$ cat src/hw/slw_defines.svh
// constants of the split-line serial target and its host end
`ifndef SLW_DEFINES_SVH
`define SLW_DEFINES_SVH
`define SLW_CLK_HZ 100000000
`define SLW_SCL_LOSS_MS 2000
`define SLW_OSC_LOSS_MS 20
`define SLW_SCL_LOSS_CYC ((`SLW_CLK_HZ / 1000) * `SLW_SCL_LOSS_MS)
`define SLW_OSC_LOSS_CYC ((`SLW_CLK_HZ / 1000) * `SLW_OSC_LOSS_MS)
`define SLW_POR_CYC 32'h0000_0100
`define SLW_ADDR_LSB 1
`define SLW_ADDR_MSB 5
`define SLW_SEL_LSB 3
`define SLW_SEL_MSB 6
`define SLW_SEL_COMMON_CTRL 4'h1
`define SLW_SEL_PORT_LSB 0
`define SLW_SEL_PORT_MSB 1
`define SLW_SWRST_BIT 7
// host quarter-bit is this count plus one: 50 cycles, a 500 kHz link clock
`define SLW_HALF_DIV 16'h0031
`endif

$ cat src/hw/slw_pkg.sv
// types shared by both ends of the split-line serial link
package slw_pkg;
	typedef enum logic [2:0] {
		SLW_IDLE = 3'b000,
		SLW_ADDR = 3'b001,
		SLW_SEL = 3'b010,
		SLW_WDATA = 3'b011,
		SLW_RDATA = 3'b100,
		SLW_ACK = 3'b101,
		SLW_IGNORE = 3'b110
	} slw_state_type;
	typedef enum logic [2:0] {
		SLH_IDLE = 3'b000,
		SLH_START = 3'b001,
		SLH_BIT = 3'b010,
		SLH_STOP = 3'b011,
		SLH_DONE = 3'b100
	} slh_state_type;
endpackage : slw_pkg

$ cat src/hw/slw_link_if.sv
// split data line link between host and target
`timescale 1ns/1ns
`default_nettype none
interface slw_link_if;
	logic scl;
	logic sda_host;
	logic sda_target_oe_n;
	logic sda_target;
	modport host (output scl, output sda_host, input sda_target, input sda_target_oe_n);
	modport target (input scl, input sda_host, output sda_target, output sda_target_oe_n);
endinterface : slw_link_if
`default_nettype wire

$ cat src/hw/slw_wdog.sv
// loss-of-activity counter used for both watchdogs
`timescale 1ns/1ns
`default_nettype none
module slw_wdog #(
	parameter int unsigned LIMIT = 16
) (
	input wire logic core_clk_in,
	input wire logic rst_in,
	input wire logic enable_in,
	input wire logic activity_in,
	output logic expired_out
);
	typedef struct packed {
		logic [31:0] count;
		logic expired;
	} slw_wdog_st_type;
	slw_wdog_st_type st;
	slw_wdog_st_type next_st;
	always_comb begin
		next_st = st;
		if (!enable_in || activity_in) begin
			next_st.count = 32'h0000_0000;
		end else if (st.count < 32'(LIMIT)) begin
			next_st.count = st.count + 32'h0000_0001;
		end else begin
			next_st.expired = 1'b1;
		end
	end
	always_ff @(posedge core_clk_in) begin
		if (rst_in) begin
			st <= '0;
		end else begin
			st <= next_st;
		end
	end
	assign expired_out = st.expired;
endmodule : slw_wdog
`default_nettype wire

$ cat src/hw/slw_target.sv
// serial target end with split data line and clock/oscillator watchdogs
`include "slw_defines.svh"
`timescale 1ns/1ns
`default_nettype none
////////////////////////////////////////////////////////////////////////////////
// Operation
// - input data line separate from output line
// - target only, clock is input
// - read: select write, stop, then read
// - write: address, select, data, one frame
// - held in reset until supplies, timer
// - start/stop are data edges, clock high
// - byte receiver generates acknowledge
// - ignore two msbs, compare five, lsb direction
// - ack low through ninth clock high
// - latch select on eighth falling edge, ack
// - latch data byte, then ack
// - common writes all ports; port writes one
// - host ends transfer with stop
// - read data shifted out msb first
// - host nacks read byte, then stops
// - monitor osc always; clock only host-managed
// - two seconds clock silence disables ports
// - clock trip cleared only by resets
// - oscillator missing 20 ms disables ports
// - defeat pin suppresses both watchdogs
// - host-managed trip asserts interrupt
// - select bits 6..3, code 0001 common control
module slw_target import slw_pkg::*; #(
	parameter int unsigned SCL_LOSS_CYC = `SLW_SCL_LOSS_CYC,
	parameter int unsigned OSC_LOSS_CYC = `SLW_OSC_LOSS_CYC,
	parameter int unsigned POR_CYC = `SLW_POR_CYC
) (
	input wire logic core_clk_in,
	input wire logic rst_in,
	slw_link_if.target link,
	input wire logic [4:0] target_addr_pins_in,
	input wire logic watchdog_defeat_pin_in,
	input wire logic external_reset_n_pin_in,
	input wire logic supplies_valid_in,
	input wire logic osc_tick_in,
	input wire logic host_managed_mode_in,
	input wire logic [7:0] read_data_in,
	output logic [3:0] reg_sel_out,
	output logic [1:0] port_sel_out,
	output logic [7:0] write_data_out,
	output logic [3:0] write_port_mask_out,
	output logic write_strobe_out,
	output logic ports_disable_out,
	output logic interrupt_n_out
);
	typedef struct packed {
		logic [1:0] scl_s;
		logic [1:0] sda_s;
		logic [1:0] osc_s;
		logic [1:0] external_reset_n_pin_s;
		logic [1:0] sup_s;
		logic [1:0] wdd_s;
		logic [4:0] pins_s0;
		logic [4:0] pins_s1;
		logic scl_d;
		logic sda_d;
		logic osc_d;
		logic [31:0] por_cnt;
		logic ready;
		slw_state_type state;
		slw_state_type after_ack;
		logic [3:0] bitn;
		logic [7:0] shreg;
		logic [7:0] sel;
		logic drive_n;
		logic [7:0] wdata;
		logic [3:0] wmask;
		logic wstb;
		logic ports_off;
		logic intr_n;
	} slw_tgt_st_type;
	slw_tgt_st_type st;
	slw_tgt_st_type next_st;
	logic scl_rise, scl_fall, start_ev, stop_ev, osc_edge, scl_exp, osc_exp, swrst;
	function automatic logic [3:0] port_mask(input logic [7:0] sel);
		if (sel[`SLW_SEL_MSB:`SLW_SEL_LSB] == `SLW_SEL_COMMON_CTRL) begin
			port_mask = 4'hF;
		end else begin
			port_mask = 4'h1 << sel[`SLW_SEL_PORT_MSB:`SLW_SEL_PORT_LSB];
		end
	endfunction : port_mask
	assign scl_rise = st.scl_s[1] && !st.scl_d;
	assign scl_fall = !st.scl_s[1] && st.scl_d;
	assign start_ev = st.scl_s[1] && st.scl_d && st.sda_d && !st.sda_s[1];
	assign stop_ev = st.scl_s[1] && st.scl_d && !st.sda_d && st.sda_s[1];
	assign osc_edge = st.osc_s[1] != st.osc_d;
	assign swrst = st.wstb && st.wdata[`SLW_SWRST_BIT] && (st.wmask == 4'hF);
	////////////////////////////////////////////////////////////////////////////////
	// watchdogs: a clock trip is cleared by reset pin, power reset or software reset; an oscillator trip by reset pin or power reset only
	slw_wdog #(.LIMIT(SCL_LOSS_CYC)) u_scl_wdog (
		.core_clk_in(core_clk_in),
		.rst_in(!st.ready || swrst),
		.enable_in(host_managed_mode_in && !st.wdd_s[1]),
		.activity_in(scl_rise || scl_fall),
		.expired_out(scl_exp)
	);
	slw_wdog #(.LIMIT(OSC_LOSS_CYC)) u_osc_wdog (
		.core_clk_in(core_clk_in),
		.rst_in(!st.ready),
		.enable_in(!st.wdd_s[1]),
		.activity_in(osc_edge),
		.expired_out(osc_exp)
	);
	////////////////////////////////////////////////////////////////////////////////
	always_comb begin
		next_st = st;
		next_st.scl_s = {st.scl_s[0], link.scl};
		next_st.sda_s = {st.sda_s[0], link.sda_host};
		next_st.osc_s = {st.osc_s[0], osc_tick_in};
		next_st.external_reset_n_pin_s = {st.external_reset_n_pin_s[0], external_reset_n_pin_in};
		next_st.sup_s = {st.sup_s[0], supplies_valid_in};
		next_st.wdd_s = {st.wdd_s[0], watchdog_defeat_pin_in};
		next_st.pins_s0 = target_addr_pins_in;
		next_st.pins_s1 = st.pins_s0;
		next_st.scl_d = st.scl_s[1];
		next_st.sda_d = st.sda_s[1];
		next_st.osc_d = st.osc_s[1];
		next_st.wstb = 1'b0;
		// supplies and pin reset restart the power-on timer; logic idles meanwhile
		if (!st.sup_s[1] || !st.external_reset_n_pin_s[1]) begin
			next_st.por_cnt = 32'h0000_0000;
			next_st.ready = 1'b0;
		end else if (st.por_cnt < POR_CYC) begin
			next_st.por_cnt = st.por_cnt + 32'h0000_0001;
		end else begin
			next_st.ready = 1'b1;
		end
		next_st.ports_off = (scl_exp || osc_exp) && !st.wdd_s[1];
		next_st.intr_n = !(next_st.ports_off && host_managed_mode_in);
		if (!st.ready) begin
			next_st.state = SLW_IDLE;
			next_st.drive_n = 1'b1;
			next_st.ports_off = 1'b0;
			next_st.intr_n = 1'b1;
		end else if (start_ev) begin
			next_st.state = SLW_ADDR;
			next_st.bitn = 4'h0;
			next_st.drive_n = 1'b1;
		end else if (stop_ev) begin
			next_st.state = SLW_IDLE;
			next_st.drive_n = 1'b1;
		end else begin
			case (st.state)
				SLW_ADDR, SLW_SEL, SLW_WDATA: begin
					if (scl_rise) begin
						next_st.shreg = {st.shreg[6:0], st.sda_s[1]};
						next_st.bitn = st.bitn + 4'h1;
					end else if (scl_fall && st.bitn == 4'h8) begin
						next_st.bitn = 4'h0;
						next_st.state = SLW_ACK;
						next_st.drive_n = 1'b0;
						if (st.state == SLW_ADDR) begin
							if (st.shreg[`SLW_ADDR_MSB:`SLW_ADDR_LSB] != st.pins_s1) begin
								next_st.state = SLW_IGNORE;
								next_st.drive_n = 1'b1;
							end else if (st.shreg[0]) begin
								next_st.after_ack = SLW_RDATA;
							end else begin
								next_st.after_ack = SLW_SEL;
							end
						end else if (st.state == SLW_SEL) begin
							next_st.sel = st.shreg;
							next_st.after_ack = SLW_WDATA;
						end else begin
							next_st.wdata = st.shreg;
							next_st.wmask = port_mask(st.sel);
							next_st.wstb = 1'b1;
							next_st.after_ack = SLW_IGNORE;
						end
					end
				end
				SLW_ACK: begin
					if (scl_fall) begin
						next_st.state = st.after_ack;
						next_st.drive_n = 1'b1;
						if (st.after_ack == SLW_RDATA) begin
							next_st.shreg = {read_data_in[6:0], 1'b0};
							next_st.drive_n = read_data_in[7];
							next_st.bitn = 4'h1;
						end
					end
				end
				SLW_RDATA: begin
					if (scl_fall) begin
						if (st.bitn == 4'h8) begin
							next_st.drive_n = 1'b1;
							next_st.state = SLW_IGNORE;
						end else begin
							next_st.drive_n = st.shreg[7];
							next_st.shreg = {st.shreg[6:0], 1'b0};
							next_st.bitn = st.bitn + 4'h1;
						end
					end
				end
				SLW_IDLE, SLW_IGNORE: begin
					next_st.drive_n = 1'b1;
				end
				default: begin
					next_st.state = SLW_IDLE;
					next_st.drive_n = 1'b1;
				end
			endcase
		end
	end
	always_ff @(posedge core_clk_in) begin
		if (rst_in) begin
			st <= '0;
			st.scl_s <= 2'h3;
			st.sda_s <= 2'h3;
			st.scl_d <= 1'b1;
			st.sda_d <= 1'b1;
			st.drive_n <= 1'b1;
			st.intr_n <= 1'b1;
			st.state <= SLW_IDLE;
		end else begin
			st <= next_st;
		end
	end
	// released line drives high so a tie of both lines still works
	assign link.sda_target = st.drive_n;
	assign link.sda_target_oe_n = st.drive_n;
	assign reg_sel_out = st.sel[`SLW_SEL_MSB:`SLW_SEL_LSB];
	assign port_sel_out = st.sel[`SLW_SEL_PORT_MSB:`SLW_SEL_PORT_LSB];
	assign write_data_out = st.wdata;
	assign write_port_mask_out = st.wmask;
	assign write_strobe_out = st.wstb;
	assign ports_disable_out = st.ports_off;
	assign interrupt_n_out = st.intr_n;
endmodule : slw_target
`default_nettype wire

$ cat src/flat_wrapper.sv
// flat-port wrapper written by rule: the top's interface ports become plain ports
module slw_target_flat import slw_pkg::*;
#(
	parameter int unsigned SCL_LOSS_CYC = `SLW_SCL_LOSS_CYC,
	parameter int unsigned OSC_LOSS_CYC = `SLW_OSC_LOSS_CYC,
	parameter int unsigned POR_CYC = `SLW_POR_CYC
)
  (core_clk_in, rst_in, target_addr_pins_in, watchdog_defeat_pin_in, external_reset_n_pin_in, supplies_valid_in, osc_tick_in, host_managed_mode_in, read_data_in, reg_sel_out, port_sel_out, write_data_out, write_port_mask_out, write_strobe_out, ports_disable_out, interrupt_n_out, link_scl, link_sda_host, link_sda_target, link_sda_target_oe_n);
  slw_link_if link_i ();
  input wire logic core_clk_in;
  input wire logic rst_in;
  input wire logic [4:0] target_addr_pins_in;
  input wire logic watchdog_defeat_pin_in;
  input wire logic external_reset_n_pin_in;
  input wire logic supplies_valid_in;
  input wire logic osc_tick_in;
  input wire logic host_managed_mode_in;
  input wire logic [7:0] read_data_in;
  output logic [3:0] reg_sel_out;
  output logic [1:0] port_sel_out;
  output logic [7:0] write_data_out;
  output logic [3:0] write_port_mask_out;
  output logic write_strobe_out;
  output logic ports_disable_out;
  output logic interrupt_n_out;
  input wire logic [$bits(link_i.scl)-1:0] link_scl;
  input wire logic [$bits(link_i.sda_host)-1:0] link_sda_host;
  output wire logic [$bits(link_i.sda_target)-1:0] link_sda_target;
  output wire logic [$bits(link_i.sda_target_oe_n)-1:0] link_sda_target_oe_n;
  assign link_i.scl = link_scl;
  assign link_i.sda_host = link_sda_host;
  assign link_sda_target = link_i.sda_target;
  assign link_sda_target_oe_n = link_i.sda_target_oe_n;
  slw_target #(.SCL_LOSS_CYC(SCL_LOSS_CYC), .OSC_LOSS_CYC(OSC_LOSS_CYC), .POR_CYC(POR_CYC)) u_core (.core_clk_in(core_clk_in), .rst_in(rst_in), .link(link_i), .target_addr_pins_in(target_addr_pins_in), .watchdog_defeat_pin_in(watchdog_defeat_pin_in), .external_reset_n_pin_in(external_reset_n_pin_in), .supplies_valid_in(supplies_valid_in), .osc_tick_in(osc_tick_in), .host_managed_mode_in(host_managed_mode_in), .read_data_in(read_data_in), .reg_sel_out(reg_sel_out), .port_sel_out(port_sel_out), .write_data_out(write_data_out), .write_port_mask_out(write_port_mask_out), .write_strobe_out(write_strobe_out), .ports_disable_out(ports_disable_out), .interrupt_n_out(interrupt_n_out));
endmodule
$ cat config.mk
export PLATFORM = sky130hd
export DESIGN_NAME = slw_target_flat
export DESIGN_NICKNAME = d
export VERILOG_FILES = /design/src/hw/slw_pkg.sv /design/src/hw/slw_link_if.sv /design/src/hw/slw_wdog.sv /design/src/hw/slw_target.sv /design/src/flat_wrapper.sv
export VERILOG_INCLUDE_DIRS = /design/src /design/src/hw
export SDC_FILE = /design/constraint.sdc
export NUM_CORES = 1
export LEC_CHECK = 0
export BUFFER_PORTS_ARGS = -buffer_cell sky130_fd_sc_hd__buf_2
export CORE_AREA = 4 4 117 119
export CTS_CLUSTER_SIZE = 40
export DETAILED_ROUTE_END_ITERATION = 10
export DIE_AREA = 0 0 121 123
export PLACE_DENSITY = 0.72
export SETUP_SLACK_MARGIN = 0.3
export SLEW_MARGIN = 20
export SYNTH_ARGS = -nofsm -noshare
export SYNTH_HDL_FRONTEND = slang
export SYNTH_SLANG_ARGS = --single-unit
$ cat constraint.sdc
create_clock -name core_clk_in -period 3.5 [get_ports core_clk_in]
set_input_delay 0.525 -clock core_clk_in [delete_from_list [all_inputs] [get_ports core_clk_in]]
set_output_delay 0.525 -clock core_clk_in [all_outputs]
set_load 0.05 [all_outputs]
==> results.txt, run 1 <==
largest net degree at the start of global routing: 61
RSZ-0062 raised after global routing: false
Period minus WS final: 2560 ps
Final setup violation count: 0
Setup Fix Bufs, Post-CTS: 0
crit end category: flip-flop
share of post-route cells with drive strength above 1: 12.50%
Vias: 5,106
starting density of the core: 54.18%
MaxCap Viol Count: 0
worst min-delay path class: input port to flip-flop
Post-CTS Hold Buffers: 0
Die Footprint: 14,880 um2
sequential-to-total area share from yosys stat: 48.22%
Yosys top cell area share: 48.22%
Post-synth EDFFs: 0
async set-reset flop share out of synthesis: 0%
clock root cell: clkbuf_16
largest cells by area after synthesis: dfxtp_1 (48%), nor2_1 (4.4%), xor2_1 (3.3%)
initial antenna violation count: 0
Placer Congestion: 0.9166
mean number of vias per cell: 5.386
Clock Sinks: 164
cts bufs inserted: 17
switch share: 21.24%
cts repair resizes: 0
Post-Syn Nets: 780
Post-Synthesis Cells: 750
area growth from synthesis to layout: 10.64%
latest clock arrival within the worst-skew pair: 420 ps
clock power share: 47.9%
total grt overflow: 0
core region area: 12,570 um2
worst-margin pin slew: 751.4 ps
fin nets: 793
first-pass GRT wire length: 22.21 mm
row count: 41
Slew headroom: 49.84%
Min-Delay Startpoint: link_sda_host
Min Hold Slack: 286.2 ps
worst r2r src: u_core.st[32]
CTS tree: built
P_int: 0.002934 W
Sw Pwr: 0.0007911 W
worst setup path startpoint: u_core.st[32]
Reg clk slew, reported paths: 60 ps
share of power burned in registers: 50.6%
Power Density: 494.5 nW/um2
vias in the first global route: 4,914
Netlist Area Pre-Place: 6809 um2
fin crit share: 73.15%
Peak supply drop: 0.4369 mV
Fmax: 390.6 MHz
Tot GR Track Use: 18.09%
HPWL Detailed: 8.592 mm
CTS max path bufs: 2
#FFs+latches synth: 164
synth warn: 0
Total Wirelength: 12.59 mm
Synth Area per Inst: 9.079 um2
post-route antenna net violation count: 0
input/output buffers: 44
Die Span Y: 123 um
startpoint types: flip-flop
CP max FO: 14
Detailed Route Iter0 Violations: 338
outcome: finished, final reports clean
skew final: 6.319 ps
Logic pwr share: 1.4%
Most used DFF post-synth: dfxtp_1
Post-Route Setup TNS: 0 ps
largest area contributor in the netlist: dfxtp_1
Post-synth top cells: dfxtp_1 (164), nor2_1 (79), nand2_1 (49), a21oi_1 (38), and2_1 (34)
Req. time, crit path: 3790 ps
H-tree depth: 4
Unique masters post-synth: 61
critical path type: flip-flop to flip-flop
max-slew violations: 0
IO Pins: 45
Crit path arrival time: 2850 ps
DR DRC count: 0
static leakage: 2.720 nW
Die Wd: 121 um
ant diodes: 0
count leader, synth: dfxtp_1
Fin. Hold Viols: 0
1st-pass router iterations: 5
drt wl/cell: 13.28 um
[cell usage in the layout (no fill, tap or decap), types with 16 or more instances in the layout]
| cell | n |
|---|---|
| nand3_1 | 27 |
| nand4_1 | 20 |
| clkbuf_16 | 17 |
| xor2_1 | 26 |
| dfxtp_1 | 164 |
| a21oi_1 | 38 |
| or3_1 | 22 |
| and3_1 | 19 |
| mux2i_1 | 16 |
| o21ai_0 | 30 |
| inv_1 | 19 |
| and2_1 | 34 |
| nor2b_1 | 25 |
| buf_2 | 44 |
| nand2_1 | 49 |
| nor2_1 | 78 |
[cell type report]
type / count / area, um2
inverters: 20 / 75.07
clock buffers: 20 / 456.7
multi-input cells: 514 / 3149
repair buffers: 46 / 235.2
clock inverters: 12 / 118.9
flip-flops and latches: 164 / 3283
fillers: 1074 / 5035
well taps: 172 / 215.2
[state kept, by name, indices dropped and copies added, names as in the netlist]
signal and count:
u_core.interrupt_n_out 1, u_core.link.sda_target 1, u_core.next_st 14, u_core.port_sel_out 2, u_core.ports_disable_out 1, u_core.reg_sel_out 4
u_core.st 62, u_core.u_osc_wdog.expired_out 1, u_core.u_osc_wdog.st 32, u_core.u_scl_wdog.expired_out 1, u_core.u_scl_wdog.st 32, u_core.write_data_out 8
u_core.write_port_mask_out 4, u_core.write_strobe_out 1
[metal layers]
layer	routed length [um]	vias up	global-route usage (%)
li1	-	2619	-
met3	507	20	4.941
met1	5968	2366	22.76
met5	0	-	0
met4	167	0	6.020
met2	5948	101	30.22
[through the flow]
stage / total power (W) / setup slack (ps) / cells / area (um2) / util [%]
after floorplan: 0.001960 / 1362 / 750 / 6809 / -
after CTS: 0.003763 / 956.1 / 948 / 7531 / 59.92
after global placement: 0.001979 / 1076 / 916 / 6955 / 55.34
final: 0.003725 / 939.9 / 948 / 7533 / 59.94
after global routing: 0.003859 / 732.5 / 948 / 7533 / 59.94
after detailed placement: 0.001981 / 964.0 / 916 / 6955 / 55.34
[critical path, cell delays in order, from the launching register on]
cell	delay, ps
dfxtp_1	350
inv_1	70
ha_1	150
nand3b_1	160
nor3_2	450
and4_1	300
and2_1	620
mux2i_1	270
nor2_1	60
[worst paths after layout]
path	to	slack, ps	depth (start not counted)
hold reg to reg	u_core.next_st[77]	410	1
setup reg to reg	u_core.write_data_out[5]	940	8
hold / removal	u_core.next_st[97]	290	2
setup / recovery	u_core.write_data_out[5]	940	8
[power groups by stage]
stage	clock [W]	sequential, W	combinational [W]
after floorplan	0	0.00193	0.0000337
after global placement	0	0.00193	0.0000519
after detailed placement	0	0.00193	0.0000535
after CTS	0.00182	0.00189	0.0000538
after global routing	0.00191	0.00189	0.0000613
final	0.00179	0.00189	0.0000538
[kinds of logic (layout without fill, tap and decap cells)]
logic type / count (synthesis) / count (layout) / share of synthesized area, %
compound gates: 113 / 113 / 10.40
xor+xnor: 38 / 38 / 4.888
fa+ha+maj: 8 / 8 / 1.470
buf+inv: 72 / 98 / 5.568
flops: 164 / 164 / 48.22
mux: 16 / 16 / 2.352
simple gates: 339 / 339 / 27.10
(Power assumes the default switching activity.)
==> run 2: changes to the inputs <==
CORE_AREA = 4 4 118 120   (was 4 4 117 119)
DIE_AREA = 0 0 122 124   (was 0 0 121 123)
PLACE_DENSITY = 0.74   (was 0.72)
clock period = 2.14 ns   (was 3.5 ns; I/O delays follow)
==> results.txt, run 2 (synthesized netlist as in run 1, its figures left out) <==
outcome: finished, final reports clean (unchanged)
DR DRC count: 0 (unchanged)
Slew headroom: 54.87% (was 49.84%)
largest net degree at the start of global routing: 35 (was 61)
core region area: 12,980 um2 (was 12,570 um2)
Placer Congestion: 0.9071 (was 0.9166)
Post-Route Setup TNS: 0 ps (unchanged)
RSZ-0062 raised after global routing: true (was false)
Min-Delay Startpoint: link_sda_host (unchanged)
Pwr Total: 0.006256 W (was 0.003725 W)
Die Wd: 122 um (was 121 um)
static leakage: 3.163 nW (was 2.720 nW)
clock power share: 49.1% (was 47.9%)
Fin. Hold Viols: 0 (unchanged)
worst r2r src: u_core.st[33] (was u_core.st[32])
Clock Sinks: 164 (unchanged)
share of post-route cells with drive strength above 1: 30.64% (was 12.50%)
fin crit share: 99.70% (was 73.15%)
Req. time, crit path: 2510 ps (was 3790 ps)
CP max FO: 5 (was 14)
mean number of vias per cell: 5.617 (was 5.386)
P_int: 0.004870 W (was 0.002934 W)
Tot GR Track Use: 20.62% (was 18.09%)
CTS max path bufs: 2 (unchanged)
Hold Path Cell Cnt: 2 (unchanged)
max-slew violations: 0 (unchanged)
Post-CTS Hold Buffers: 0 (unchanged)
cells on worst reg2reg path: 8 (unchanged)
Sw Pwr: 0.001386 W (was 0.0007911 W)
Worst R2R End: u_core.st[34] (was u_core.write_data_out[5])
worst min-delay path class: input port to flip-flop (unchanged)
total grt overflow: 0 (unchanged)
Cell Chain, Critical Path: inv_2 > ha_4 > and3b_1 > o32a_1 > o211ai_1 > nand4b_2 > or4_4 > a21oi_2 (was inv_1 > ha_1 > nand3b_1 > nor3_2 > and4_1 > and2_1 > mux2i_1 > nor2_1)
WL met2: 8.112 mm (was 5.948 mm)
cts bufs inserted: 17 (unchanged)
post-route antenna net violation count: 0 (unchanged)
met3 WL: 711 um (was 507 um)
crit end category: flip-flop (unchanged)
ant diodes: 0 (unchanged)
Detailed Route Iter0 Violations: 415 (was 338)
Hold Path Sink: u_core.next_st[97] (unchanged)
skew final: 10.63 ps (was 6.319 ps)
HPWL Detailed: 9.494 mm (was 8.592 mm)
fin nets: 859 (was 793)
startpoint types: flip-flop (unchanged)
max incr delay on CP: 540 ps (was 620 ps)
Period minus WS final: 2134 ps (was 2560 ps)
row count: 42 (was 41)
worst-margin pin slew: 674.4 ps (was 751.4 ps)
commonest non-fill, non-tap cell in the layout: dfxtp_1 (unchanged)
MaxCap Viol Count: 0 (unchanged)
metal1 wirelength: 6.734 mm (was 5.968 mm)
Die Footprint: 15,130 um2 (was 14,880 um2)
setup slack, reg-to-reg: 6 ps (was 940 ps)
drt wl/cell: 15.58 um (was 13.28 um)
CTS tree: built (unchanged)
Largest register FFs: 62 (unchanged)
critical path type: flip-flop to flip-flop (unchanged)
switch share: 22.15% (was 21.24%)
vias in the first global route: 5,503 (was 4,914)
H-tree depth: 4 (unchanged)
input/output buffers: 44 (unchanged)
first-pass GRT wire length: 25.15 mm (was 22.21 mm)
starting density of the core: 52.46% (was 54.18%)
initial antenna violation count: 0 (unchanged)
# fillers: 994 (was 1,074)
Largest regs: u_core.st (62), u_core.u_osc_wdog.st (32), u_core.u_scl_wdog.st (32) (unchanged)
Reg clk slew, reported paths: 70 ps (was 60 ps)
Total Wirelength: 15.86 mm (was 12.59 mm)
area growth from synthesis to layout: 27.73% (was 10.64%)
Vias: 5,718 (was 5,106)
clock root cell: clkbuf_16 (unchanged)
Critical-path top delay cell: or4_4 (was and2_1)
Crit path arrival time: 2500 ps (was 2850 ps)
Biggest register: u_core.st (unchanged)
Logic pwr share: 1.6% (was 1.4%)
Peak supply drop: 0.5609 mV (was 0.4369 mV)
commonest cells after routing, fill and taps aside: dfxtp_1 (140), nor2_1 (76), nand2_1 (46), buf_2 (45), buf_4 (38) (was dfxtp_1 (164), nor2_1 (78), nand2_1 (49), buf_2 (44), a21oi_1 (38))
Fmax: 468.7 MHz (was 390.6 MHz)
top layer in use: met4 (unchanged)
1st-pass router iterations: 7 (was 5)
Die Span Y: 124 um (was 123 um)
Final setup violation count: 0 (unchanged)
share of power burned in registers: 49.3% (was 50.6%)
latest clock arrival within the worst-skew pair: 430 ps (was 420 ps)
Power Density: 719.3 nW/um2 (was 494.5 nW/um2)
IO Pins: 45 (unchanged)
run 2: cell types whose count changed in the layout (fill, tap and decap cells not counted), sizes merged:
cell / before / now
inv: 26 / 28
clkbuf: 20 / 18
clkinvlp: 2 / 1
nand4: 22 / 25
buf: 46 / 109
bufinv: 1 / 2
run 2: metrics by stage:
stage	cell area [um2]	util [%]	worst slack, ps	hold WS [ps]	std cells
final	8697	67.00	6.465	74.78	1018
after global placement	7178	55.30	63.56	413.4	943
after CTS	8209	63.24	56.11	58.69	1003
after detailed placement	7178	55.30	-39.09	409.5	943
after floorplan	6879	-	133.7	382.9	750
after global routing	8697	67.00	-93.54	59.66	1018
run 2: layer usage:
layer / up-vias / global-route usage, %
met1: 2755 / 24.95
met2: 163 / 35.53
met3: 33 / 5.177
met4: 0 / 7.703
met5: - / 0
li1: 2767 / -
run 2: power by group through the flow:
| stage | combinational, W | clock [W] | sequential (W) |
|---|---|---|---|
| finish | 0.000100 | 0.00307 | 0.00308 |
| detailed placement | 0.0000966 | 0 | 0.00315 |
| global route | 0.000112 | 0.00327 | 0.00308 |
| global placement | 0.0000937 | 0 | 0.00315 |
| CTS | 0.0000976 | 0.00313 | 0.00308 |
| floorplan | 0.0000582 | 0 | 0.00315 |
run 2: how the worst max path moves through the flow:
| stage | startpoint | to | slack, ps | depth (start not counted) |
|---|---|---|---|---|
| 2_1_floorplan | u_core.st[32] | u_core.st[34] | 130 | 8 |
| 3_5_place_dp | u_core.st[32] | u_core.st[34] | -40 | 8 |
| 4_1_cts | u_core.st[33] | u_core.st[33] | 60 | 9 |
| 5_1_grt | u_core.st[33] | u_core.st[34] | -90 | 8 |
| 3_3_place_gp | u_core.st[32] | u_core.st[34] | 60 | 8 |
| 6_report | u_core.st[33] | u_core.st[34] | 6 | 8 |
run 2: worst max-delay path, delay by kind of cell, from the launching register on:
kind / cells / cell delay (ps)
adders and majority gates: 1 / 150
AOI/OAI and AO/OA: 3 / 600
and+or+nand+nor: 3 / 940
DFF: 1 / 350
buffers and inverters: 1 / 50
run 2: repair_timing:
action	in CTS	in global routing
setup buffers	24	14
gates resized for setup	50	90
setup endpoints to repair	71	84
gates cloned	4	1
pin swaps	35	60
run 2: final cells by class:
cell class	count	area [um2]	share of cell area (%)
tap	176	220.2	2.532
inverter	20	77.57	0.8920
clock inverter	14	165.2	1.899
clock buffer	18	429.2	4.935
multi-input combinational	517	3677	42.28
timing repair buffer	109	807.0	9.279
sequential	164	3321	38.18
==> run 3: changes to the inputs <==
PLACE_DENSITY = default   (was 0.74)
PLACE_DENSITY_LB_ADDON = 0.2   (was default)
==> results.txt, run 3 (synthesized netlist as in run 1, its figures left out) <==
share of post-route cells with drive strength above 1: 27.58% (was 30.64%)
commonest non-fill, non-tap cell in the layout: dfxtp_1 (unchanged)
Placer Congestion: 0.8298 (was 0.9071)
dpl cells: 944 (was 943)
Cell Chain, Critical Path: or4_4 > a221oi_4 > buf_4 > buf_6 > nand4_4 > o21ai_0 > a21oi_2 (was inv_2 > ha_4 > and3b_1 > o32a_1 > o211ai_1 > nand4b_2 > or4_4 > a21oi_2)
Clock Sinks: 164 (unchanged)
Final setup violation count: 0 (unchanged)
Tot GR Track Use: 19.22% (was 20.62%)
Total Wirelength: 14.34 mm (was 15.86 mm)
H-tree depth: 4 (unchanged)
1st-pass router iterations: 4 (was 7)
MaxCap Viol Count: 0 (unchanged)
Critical-path top delay cell: or4_4 (unchanged)
Final Instance Count excl. Fillers: 999 (was 1,018)
Biggest register: u_core.st (unchanged)
worst min-delay path class: input port to flip-flop (unchanged)
static leakage: 3.029 nW (was 3.163 nW)
Min Hold Slack: 86.00 ps (was 74.78 ps)
Die Span Y: 124 um (unchanged)
cts bufs inserted: 17 (unchanged)
critical path type: flip-flop to flip-flop (unchanged)
skew final: 12.23 ps (was 10.63 ps)
fin area: 8437 um2 (was 8697 um2)
post-route antenna net violation count: 0 (unchanged)
RSZ-0062 raised after global routing: true (unchanged)
input/output buffers: 44 (unchanged)
Largest register FFs: 62 (unchanged)
Post-CTS Hold Buffers: 0 (unchanged)
CTS max path bufs: 2 (unchanged)
startpoint types: flip-flop (unchanged)
first-pass GRT wire length: 23.56 mm (was 25.15 mm)
outcome: finished, final reports clean (unchanged)
starting density of the core: 52.46% (unchanged)
initial antenna violation count: 0 (unchanged)
Vias: 5,358 (was 5,718)
Req. time, crit path: 2450 ps (was 2510 ps)
fin nets: 841 (was 859)
fin crit share: 96.41% (was 99.70%)
Peak supply drop: 0.6359 mV (was 0.5609 mV)
Period minus WS final: 2063 ps (was 2134 ps)
row count: 42 (unchanged)
HPWL Detailed: 9.112 mm (was 9.494 mm)
IO Pins: 45 (unchanged)
drt wl/cell: 14.35 um (was 15.58 um)
Die Footprint: 15,130 um2 (unchanged)
CP max FO: 6 (was 5)
Placed Area: 7198 um2 (was 7178 um2)
CTS tree: built (unchanged)
Die Wd: 122 um (unchanged)
area growth from synthesis to layout: 23.91% (was 27.73%)
Fmax: 484.7 MHz (was 468.7 MHz)
DR DRC count: 0 (unchanged)
max-slew violations: 0 (unchanged)
largest net degree at the start of global routing: 45 (was 35)
worst-margin pin slew: 638.2 ps (was 674.4 ps)
latest clock arrival within the worst-skew pair: 420 ps (was 430 ps)
Detailed Route Iter0 Violations: 281 (was 415)
ant diodes: 0 (unchanged)
Crit path arrival time: 2370 ps (was 2500 ps)
Fin. Hold Viols: 0 (unchanged)
commonest cells after routing, fill and taps aside: dfxtp_1 (151), nor2_1 (76), nand2_1 (46), buf_2 (45), buf_4 (36) (was dfxtp_1 (140), nor2_1 (76), nand2_1 (46), buf_2 (45), buf_4 (38))
mean number of vias per cell: 5.363 (was 5.617)
clock root cell: clkbuf_16 (unchanged)
vias in the first global route: 5,260 (was 5,503)
Post-Route Setup TNS: 0 ps (unchanged)
core region area: 12,980 um2 (unchanged)
Reg clk slew, reported paths: 60 ps (was 70 ps)
Power Density: 720.0 nW/um2 (was 719.3 nW/um2)
max incr delay on CP: 530 ps (was 540 ps)
total grt overflow: 0 (unchanged)
Slew headroom: 57.41% (was 54.87%)
Largest regs: u_core.st (62), u_core.u_osc_wdog.st (32), u_core.u_scl_wdog.st (32) (unchanged)
crit end category: flip-flop (unchanged)
[run 3: report_power, final]
group | switching [W] | internal, W
logic | 0.0000524 | 0.0000412
registers | 0.0000101 | 0.00307
clock network | 0.00120 | 0.00170
[run 3: stage by stage]
stage | setup WS, ps | utilization [%] | power [W]
final | 76.73 | 65.00 | 0.006075
after floorplan | 133.7 | - | 0.003209
after global routing | -10.30 | 65.00 | 0.006293
after CTS | 60.04 | 62.23 | 0.006132
after detailed placement | 15.93 | 55.46 | 0.003247
after global placement | 107.3 | 55.46 | 0.003243
[run 3: repair_timing]
action,CTS,global route
cloned,3,1
buffers inserted,15,5
pin swaps,36,42
endpoints found under the setup margin,66,84
gates resized for setup,35,73
[run 3: worst max-delay path: cells and delay by family (launching register included)]
| kind | cells | cell delay [ps] |
|---|---|---|
| buffers and inverters | 2 | 270 |
| AND/OR/NAND/NOR | 2 | 650 |
| flip-flops | 1 | 320 |
| AO/OA/AOI/OAI | 3 | 700 |
[run 3: final timing paths]
kind | start | endpoint | slack [ps] | depth (start not counted)
setup / recovery | u_core.u_scl_wdog.st[32] | u_core.u_scl_wdog.st[18] | 80 | 7
hold / removal | link_sda_host | u_core.next_st[97] | 90 | 2
setup reg to reg | u_core.u_scl_wdog.st[32] | u_core.u_scl_wdog.st[18] | 80 | 7
hold reg to reg | u_core.next_st[99] | u_core.next_st[77] | 410 | 1
[run 3: area by class of cell]
class	count	area, um2
clock inverters	9	96.34
well taps	176	220.2
repair buffers	93	659.4
flip-flops and latches	164	3304
multi-input cells	515	3607
inverters	20	75.07
clock buffers	22	474.2
fillers	1105	4543
[run 3: per-layer routing]
| metal | track usage (%) | vias up | routed length [um] |
|---|---|---|---|
| li1 | - | 2716 | - |
| met1 | 23.51 | 2551 | 6585 |
| met2 | 32.56 | 78 | 7105 |
| met3 | 5.450 | 13 | 471 |
| met4 | 6.723 | 0 | 177 |
| met5 | 0 | - | 0 |
